--- config.mk ---
export PLATFORM = sky130hd
export DESIGN_NAME = bcd_drive_top
export DESIGN_NICKNAME = d
export VERILOG_FILES = /design/src/pkg/bcd_pkg.sv /design/src/pkg/bcd_duty_if.sv /design/src/bcd_pwm_cmp.sv /design/src/bcd_drive_top.sv
export SDC_FILE = /design/constraint.sdc
export NUM_CORES = 1
export LEC_CHECK = 0
export ABC_AREA = 1
export BUFFER_PORTS_ARGS = -buffer_cell sky130_fd_sc_hd__buf_4
export CAP_MARGIN = 20
export CORE_ASPECT_RATIO = 1.4
export CORE_MARGIN = 2
export CORE_UTILIZATION = 48
export CTS_CLUSTER_SIZE = 8
export DETAILED_ROUTE_END_ITERATION = 12
export PLACE_DENSITY = 0.67
export SLEW_MARGIN = 0
export SYNTH_ARGS = -nofsm -noshare
export SYNTH_HDL_FRONTEND = slang
export SYNTH_SLANG_ARGS = --single-unit
--- constraint.sdc ---
create_clock -name mclk_in -period 12.25 [get_ports mclk_in]
set_input_delay 1.225 -clock mclk_in [delete_from_list [all_inputs] [get_ports mclk_in]]
set_output_delay 1.225 -clock mclk_in [all_outputs]
set_load 0.01 [all_outputs]
--- src/pkg/bcd_pkg.sv ---
// shared constants and types for the three-phase commutation and pwm drive
package bcd_pkg;

  // ------------------------------------------------------------
  // timing and widths
  // ------------------------------------------------------------
  localparam int          CLK_HZ         = 40000000;
  localparam int          LEVEL_W        = 8;
  localparam int          PWM_HZ_DEF     = 19000;
  localparam int          PWM_STEPS      = 256;
  localparam int          PWM_DIV_CYC    = CLK_HZ / (PWM_HZ_DEF * PWM_STEPS);
  localparam logic [7:0]  PWM_DIV_RST    = 8'h00;
  localparam logic [7:0]  RAMP_RST       = 8'h00;

  // ------------------------------------------------------------
  // duty thresholds as codes on a 0..5 v scale
  // ------------------------------------------------------------
  localparam real         CTL_LOW_V      = 1.3;
  localparam real         CTL_HIGH_V     = 3.1;
  localparam logic [7:0]  CTL_LOW_CODE   = 8'h42;
  localparam logic [7:0]  CTL_HIGH_CODE  = 8'h9e;

  // ------------------------------------------------------------
  // phase drive encoding
  // ------------------------------------------------------------
  typedef enum logic [1:0] {
    PH_OFF,
    PH_LOW,
    PH_HIGH
  } bcd_phase_t;

endpackage : bcd_pkg

--- src/pkg/bcd_duty_if.sv ---
// duty comparator link between the drive top and the pwm comparator
`timescale 1ns/1ps
interface bcd_duty_if;
  import bcd_pkg::*;
  logic [LEVEL_W-1:0] ctl_code;
  logic [LEVEL_W-1:0] min_code;
  logic               ctl_float;
  logic               pwm_on;
  logic               pwm_tick;
  modport top (output ctl_code, output min_code, output ctl_float,
               input pwm_on, input pwm_tick);
  modport cmp (input ctl_code, input min_code, input ctl_float,
               output pwm_on, output pwm_tick);
endinterface : bcd_duty_if

--- src/bcd_pwm_cmp.sv ---
// pwm ramp counter and duty comparator
`timescale 1ns/1ps
module bcd_pwm_cmp
  import bcd_pkg::*;
#(
  parameter int DIV_CYC = PWM_DIV_CYC
) (
  input  wire logic   mclk_in,
  input  wire logic   srst_in,
  bcd_duty_if.cmp     duty
);

  // ------------------------------------------------------------
  // ramp: free-running counter with enable from a divider
  // ------------------------------------------------------------
  logic [7:0] div_r, div_nxt;
  logic [7:0] ramp_r, ramp_nxt;
  logic       on_r, on_nxt;
  logic       tick_r, tick_nxt;
  logic [7:0] ctl_eff;

  // maps the analog window onto the full ramp span
  function automatic logic [7:0] scale_ctl(input logic [7:0] c);
    logic [15:0] num;
    num = 16'h0000;
    if (c <= CTL_LOW_CODE) return 8'h00;
    if (c >= CTL_HIGH_CODE) return 8'hff;
    num = 16'((c - CTL_LOW_CODE) * 16'h00ff);
    return 8'(num / 16'(CTL_HIGH_CODE - CTL_LOW_CODE));
  endfunction : scale_ctl

  always_comb begin
    div_nxt  = div_r + 8'h01;
    ramp_nxt = ramp_r;
    tick_nxt = 1'b0;
    if (div_r >= 8'(DIV_CYC - 1)) begin
      div_nxt  = 8'h00;
      ramp_nxt = ramp_r + 8'h01; // RL15
      tick_nxt = 1'b1;
    end
    ctl_eff = duty.ctl_float ? 8'hff : scale_ctl(duty.ctl_code); // RL7
    // floor is a raw ramp compare, so it never goes below the minimum level
    on_nxt = (ctl_eff == 8'hff) || (ramp_r < ctl_eff) || (ramp_r < duty.min_code); // RL4 RL5 RL6
  end

  always_ff @(posedge mclk_in) begin
    if (srst_in) begin
      div_r  <= PWM_DIV_RST;
      ramp_r <= RAMP_RST;
      on_r   <= 1'b0;
      tick_r <= 1'b0;
    end else begin
      div_r  <= div_nxt;
      ramp_r <= ramp_nxt;
      on_r   <= on_nxt;
      tick_r <= tick_nxt;
    end
  end

  assign duty.pwm_on   = on_r;
  assign duty.pwm_tick = tick_r;

  // ------------------------------------------------------------
  // checks
  // ------------------------------------------------------------
  full_duty_a: assert property (@(posedge mclk_in) disable iff (srst_in) // RL7
    duty.ctl_float |=> on_r) else $error("floating control not full duty");
  zero_duty_a: assert property (@(posedge mclk_in) disable iff (srst_in) // RL5
    (duty.ctl_code <= CTL_LOW_CODE && duty.min_code == 8'h00 && !duty.ctl_float)
    |=> !on_r) else $error("duty not zero below low level");
  duty_floor_a: assert property (@(posedge mclk_in) disable iff (srst_in) // RL6
    (ramp_r < duty.min_code) |=> on_r) else $error("minimum duty floor violated");
  ramp_step_a: assert property (@(posedge mclk_in) disable iff (srst_in) // RL15
    tick_nxt |=> ramp_r == 8'($past(ramp_r) + 8'h01)) else $error("ramp did not step");
  partial_c: cover property (@(posedge mclk_in) on_r ##1 !on_r);

endmodule : bcd_pwm_cmp

--- src/bcd_drive_top.sv ---
// three-phase brushless drive: hall decode, pwm, rectification, protections
//
// How it works
// [RL1] hall level high when plus exceeds minus
// [RL2] six-step table; reverse decodes inverted hall
// [RL3] low side on during high-side pwm off
// [RL4] duty from control level versus ramp
// [RL5] zero below 1.3v, full above 3.1v
// [RL6] minimum duty level sets a duty floor
// [RL7] floating control input gives full duty
// [RL8] gate supply margin low cuts high side
// [RL9] current limit reached cuts high side
// [RL10] stop mode turns hall bias off
// [RL11] tacho output open drain, pulls low only
// [RL12] equal hall levels turn all switches off
// [RL13] stop when start input high, all off
// [RL14] tacho output follows hall phase a
// [RL15] ramp is counter compared with codes
`timescale 1ns/1ps
module bcd_drive_top
  import bcd_pkg::*;
#(
  parameter int DIV_CYC = PWM_DIV_CYC
) (
  input  wire logic               mclk_in,
  input  wire logic               srst_in,
  input  wire logic [2:0]         hall_pos_in,
  input  wire logic [2:0]         hall_neg_in,
  input  wire logic               dir_rev_in,
  input  wire logic               stop_in,
  input  wire logic [LEVEL_W-1:0] speed_control_level_in,
  input  wire logic               speed_control_float_in,
  input  wire logic [LEVEL_W-1:0] min_duty_level_in,
  input  wire logic               gate_margin_low_in,
  input  wire logic               current_sense_threshold_in,
  output logic [2:0]              high_side_out,
  output logic [2:0]              low_side_out,
  output logic                    sensor_bias_switch_out,
  output logic                    tacho_pulse_out,
  output logic                    tacho_pulse_oe_out
);

  // ------------------------------------------------------------
  // pin synchronisers
  // ------------------------------------------------------------
  localparam int SW = 11 + 2 * LEVEL_W;
  logic [SW-1:0] s1_r, s2_r;
  always_ff @(posedge mclk_in) begin
    if (srst_in) begin
      s1_r <= '0;
      s2_r <= '0;
    end else begin
      s1_r <= {hall_pos_in, hall_neg_in, dir_rev_in, stop_in, speed_control_float_in,
               gate_margin_low_in, current_sense_threshold_in, speed_control_level_in,
               min_duty_level_in};
      s2_r <= s1_r;
    end
  end

  logic [2:0]         hp, hn;
  logic               rev, stop, flt, gate_low, ilim;
  logic [LEVEL_W-1:0]   ctl_raw, min_raw, ctl_s, min_s;
  logic [2*LEVEL_W-1:0] lvl_prev_r, lvl_prev_nxt, lvl_r, lvl_nxt;
  assign {hp, hn, rev, stop, flt, gate_low, ilim, ctl_raw, min_raw} = s2_r;

  // level codes cross bit by bit; a code is taken only once two synced
  // samples agree, so a skewed word never reaches the comparator
  always_comb begin
    lvl_prev_nxt = {ctl_raw, min_raw};
    lvl_nxt      = lvl_r;
    if ({ctl_raw, min_raw} == lvl_prev_r) begin
      lvl_nxt = lvl_prev_r;
    end
  end

  always_ff @(posedge mclk_in) begin
    if (srst_in) begin
      lvl_prev_r <= '0;
      lvl_r      <= '0;
    end else begin
      lvl_prev_r <= lvl_prev_nxt;
      lvl_r      <= lvl_nxt;
    end
  end

  assign {ctl_s, min_s} = lvl_r;

  // ------------------------------------------------------------
  // pwm comparator
  // ------------------------------------------------------------
  bcd_duty_if duty ();
  assign duty.ctl_code  = ctl_s;
  assign duty.min_code  = min_s;
  assign duty.ctl_float = flt;

  bcd_pwm_cmp #(.DIV_CYC(DIV_CYC)) u_cmp (
    .mclk_in (mclk_in),
    .srst_in (srst_in),
    .duty    (duty)
  );

  // ------------------------------------------------------------
  // commutation decode
  // ------------------------------------------------------------
  function automatic logic [5:0] decode(input logic [2:0] h);
    // returns {ph_a, ph_b, ph_c} as 2-bit phase codes
    case (h)
      3'b101:  return {PH_LOW,  PH_HIGH, PH_OFF};
      3'b100:  return {PH_LOW,  PH_OFF,  PH_HIGH};
      3'b110:  return {PH_OFF,  PH_LOW,  PH_HIGH};
      3'b010:  return {PH_HIGH, PH_LOW,  PH_OFF};
      3'b011:  return {PH_HIGH, PH_OFF,  PH_LOW};
      3'b001:  return {PH_OFF,  PH_HIGH, PH_LOW};
      default: return {PH_OFF,  PH_OFF,  PH_OFF}; // RL12
    endcase
  endfunction : decode

  logic [2:0] hall;
  logic [5:0] step;
  logic [2:0] hs_nxt, ls_nxt, hs_r, ls_r;
  logic       hb_nxt, hb_r, tacho_oe_nxt, tacho_oe_r;
  logic       hs_ok;

  always_comb begin
    hall   = {hp[2] > hn[2], hp[1] > hn[1], hp[0] > hn[0]}; // RL1
    step   = decode(rev ? ~hall : hall); // RL2
    // margin and current limit only gate the high side, low side keeps braking
    hs_ok  = duty.pwm_on && !gate_low && !ilim; // RL8 RL9
    hs_nxt = 3'b000;
    ls_nxt = 3'b000;
    for (int i = 0; i < 3; i++) begin
      case (bcd_phase_t'(step[5-2*i -: 2]))
        PH_HIGH: begin
          hs_nxt[2-i] = hs_ok;
          ls_nxt[2-i] = !hs_ok; // RL3
        end
        PH_LOW:  ls_nxt[2-i] = 1'b1;
        default: ;
      endcase
    end
    if (stop) begin
      hs_nxt = 3'b000; // RL13
      ls_nxt = 3'b000;
    end
    hb_nxt       = !stop; // RL10
    tacho_oe_nxt = !hall[2]; // RL11 RL14
  end

  always_ff @(posedge mclk_in) begin
    if (srst_in) begin
      hs_r       <= 3'b000;
      ls_r       <= 3'b000;
      hb_r       <= 1'b0;
      tacho_oe_r <= 1'b0;
    end else begin
      hs_r       <= hs_nxt;
      ls_r       <= ls_nxt;
      hb_r       <= hb_nxt;
      tacho_oe_r <= tacho_oe_nxt;
    end
  end

  assign high_side_out          = hs_r;
  assign low_side_out           = ls_r;
  assign sensor_bias_switch_out = hb_r;
  // open drain: data is a constant low, only the enable moves
  always_comb tacho_pulse_out = 1'b0; // RL11
  assign tacho_pulse_oe_out     = tacho_oe_r;

  // ------------------------------------------------------------
  // checks
  // ------------------------------------------------------------
  no_shoot_a: assert property (@(posedge mclk_in) disable iff (srst_in) // RL3
    (high_side_out & low_side_out) == 3'b000) else $error("shoot-through on a phase");
  stop_off_a: assert property (@(posedge mclk_in) disable iff (srst_in) // RL13
    stop |=> (high_side_out == 3'b000 && low_side_out == 3'b000 && !sensor_bias_switch_out))
    else $error("outputs active in stop mode");
  bias_on_a: assert property (@(posedge mclk_in) disable iff (srst_in) // RL10
    !stop |=> sensor_bias_switch_out) else $error("hall bias off while running");
  hall_equal_a: assert property (@(posedge mclk_in) disable iff (srst_in) // RL12
    (hall == 3'b000 || hall == 3'b111) |=> (high_side_out == 3'b000 && low_side_out == 3'b000))
    else $error("switches on with equal hall levels");
  hs_cut_a: assert property (@(posedge mclk_in) disable iff (srst_in) // RL8 RL9
    (gate_low || ilim) |=> high_side_out == 3'b000) else $error("high side not cut");
  tacho_follow_a: assert property (@(posedge mclk_in) disable iff (srst_in) // RL14
    !$past(srst_in) |-> tacho_pulse_oe_out == !$past(hall[2]) && tacho_pulse_out == 1'b0)
    else $error("tacho does not follow hall a");
  rect_a: assert property (@(posedge mclk_in) disable iff (srst_in) // RL3
    (!stop && hall == 3'b010 && !rev && !hs_ok) |=> low_side_out[2] && !high_side_out[2])
    else $error("no rectification during pwm off");
  fwd_step_a: assert property (@(posedge mclk_in) disable iff (srst_in) // RL2
    (!stop && hall == 3'b101 && !rev)
    |=> low_side_out[2] && !high_side_out[2] && !low_side_out[0] && !high_side_out[0])
    else $error("wrong forward decode");
  drive_c: cover property (@(posedge mclk_in) |high_side_out);
  rect_c:  cover property (@(posedge mclk_in) |high_side_out ##1 !(|high_side_out) && |low_side_out);
  rev_c:   cover property (@(posedge mclk_in) rev && |high_side_out);
  ramp_c:  cover property (@(posedge mclk_in) duty.pwm_tick && |high_side_out);

endmodule : bcd_drive_top

==> results.json <==
{
  "viasPerCell": 4.72,
  "dieArea_um2": 17600,
  "first_pass_iters": 4,
  "criticalPathCategory": "register to register",
  "syn_inst": 1095,
  "critical_path_arrival_ps": 10340,
  "min_period_over_period_pct": 82.8,
  "final_util_pct": 53.8,
  "final_common_cell": "inv_1",
  "cts_buffers": 9,
  "fp.dieH_um": 156,
  "finalHoldViolations": 0,
  "preCtsSetupSlack_ps": 2130,
  "path_clk_slew_ps": 70,
  "fin_skew_ps": 6.46,
  "synth.avg_cell_area_um2": 7.24,
  "final_nets": 1242,
  "worst_slack_ps": 2110,
  "rsz0062_at_grt": "false",
  "status": "finished, final reports clean",
  "dp_hpwl_um": 11300,
  "critPathCaptureType": "register",
  "grt_pass1_wl_um": 25000,
  "coreArea_um2": 16200,
  "grt_pass1_vias": 6018,
  "slowest_stage": "fa_1",
  "root_buffer": "clkbuf_16",
  "layout_common_cells": "inv_1 (215), nand2_1 (179), nor2_1 (113)",
  "io_pins": 38,
  "crit_family": "simple AND/OR/NAND/NOR gates",
  "slew_viol_final": 0,
  "num_rows": 55,
  "post_cts_buffers": 0,
  "fin_tns_setup_ps": 0,
  "cp_max_fo": 8,
  "antenna_found_initial": 0,
  "drive_gt1_share_pct": 16.0,
  "initial_core_util_pct": 49.0,
  "grt_usage_pct": 16.7,
  "holdWs_ps": 402,
  "critPathMaxStageDelay_ps": 490,
  "hp-class": "register to register",
  "io_buffers": 36,
  "crit_top_cell": "nand2_1",
  "syn_area_um2": 7930,
  "insertedDiodeCount": 0,
  "max_freq_mhz": 98.6,
  "synth_cell_types": 50,
  "routed_wl_um": 13900,
  "required_ps": 12450,
  "cts_buffer_depth": 2,
  "clkLatencyLatePin_ps": 340,
  "cts_hold_buf": 0,
  "cts-resized-gates": 0,
  "ys.flop_type": "dfxtp_1",
  "crit_buf_inv": 11,
  "area_growth_pct": 9.77,
  "routedWlPerCell_um": 10.4,
  "startpoint_type": "register",
  "gp_congestion": 0.853,
  "min_period_ps": 10140,
  "cts_sinks": 111,
  "drv_cap": 0,
  "slew-limit-headroom_pct": 36.5,
  "gr-total-overflow": 0,
  "grt_max_degree": 78,
  "setup_violations": 0,
  "fp.dieW_um": 113,
  "routed-via-count": 6303,
  "synth-seq-cells": 111,
  "ant_nets": 0,
  "tightestPinTransition_ps": 947,
  "synth_edf_count": 0,
  "htree_num_levels": 3,
  "cts_tree": "yes",
  "synth-seq-area-share_pct": 28.0,
  "route.detailed.drc": 0,
  "async_flop_share_pct": 0,
  "drtIter0Drc": 217,
  "ys_warn_count": 0
}
-- cells by family after synthesis --
kind of cell,Yosys count,synth area share (%)
flip-flops,111,28.0
XOR/XNOR,47,5.38
AO/OA/AOI/OAI,118,8.83
AND/OR/NAND/NOR,481,30.3
adder cells (fa/ha/maj),83,15.3
buffers and inverters,254,12.1
other,1,0.0473
-- cell type report --
class	count	area, um^2
Fill cell	1573	7470
Multi-Input combinational cell	734	4760
Sequential cell	111	2220
Inverter	237	892
Timing Repair Buffer	37	278
Tap cell	199	249
Clock buffer	9	225
Clock inverter	7	70.1
-- final timing paths --
kind / start / end / slack (ps) / cells past startpoint
setup / recovery: lvl_r[9] / u_cmp.duty.pwm_on / 2110 / 81
setup reg to reg: lvl_r[9] / u_cmp.duty.pwm_on / 2110 / 81
hold / removal: s1_r[7] / s2_r[7] / 400 / 2
hold reg to reg: s1_r[7] / s2_r[7] / 400 / 2
-- metrics by stage --
step           area [um^2]  instances
6_report              8700       1334
5_1_grt               8700       1334
4_1_cts               8700       1334
3_5_place_dp          8400       1318
3_3_place_gp          8400       1318
2_1_floorplan         7940       1099
-- layer usage --
layer	GRT usage (%)	share of wire, %	vias to the layer above
met5	0	0	-
met4	6.91	2.8	0
met3	1.28	1.4	20
met2	32.6	54	57
met1	18.2	42	2801
li1	-	-	3425
-- cells in the mapped netlist, drive strengths merged, types with 2 or more instances --
cell type,count,area [um^2]
buf,6,26.3
o21bai,3,22.5
or2,2,12.5
nand2,245,1190
nand4,8,50.1
fa,23,460
ha,60,751
a21o,5,37.5
nand3,76,443
inv,236,888
nor2,127,556
a21oi,55,320
nor4,5,31.3
dfxtp,111,2220
clkbuf,11,41.3
and3,2,12.5
a21boi,3,26.3
o21ai,47,258
nand3b,4,30.0
or4,2,15.0
nor3,7,35.0
a31oi,2,12.5
xnor2,18,158
xor2,29,269
-- worst min-delay path, stage by stage, from the launching register on --
cell and delay, ps:
dfxtp_1 300, inv_1 40, nor2_1 30
-- state kept, by name, summed over array words and instances (netlist names) --
| signal | cells |
|---|---|
| s1_r | 27 |
| s2_r | 27 |
| lvl_prev_r | 16 |
| lvl_r | 16 |
| u_cmp.div_r | 8 |
| u_cmp.ramp_r | 8 |
| high_side_out | 3 |
| low_side_out | 3 |
| sensor_bias_switch_out | 1 |
| tacho_pulse_oe_out | 1 |
| u_cmp.duty.pwm_on | 1 |
Power is not shown: default switching activity piles up to over one toggle a cycle in this logic, so the estimate is an artifact.
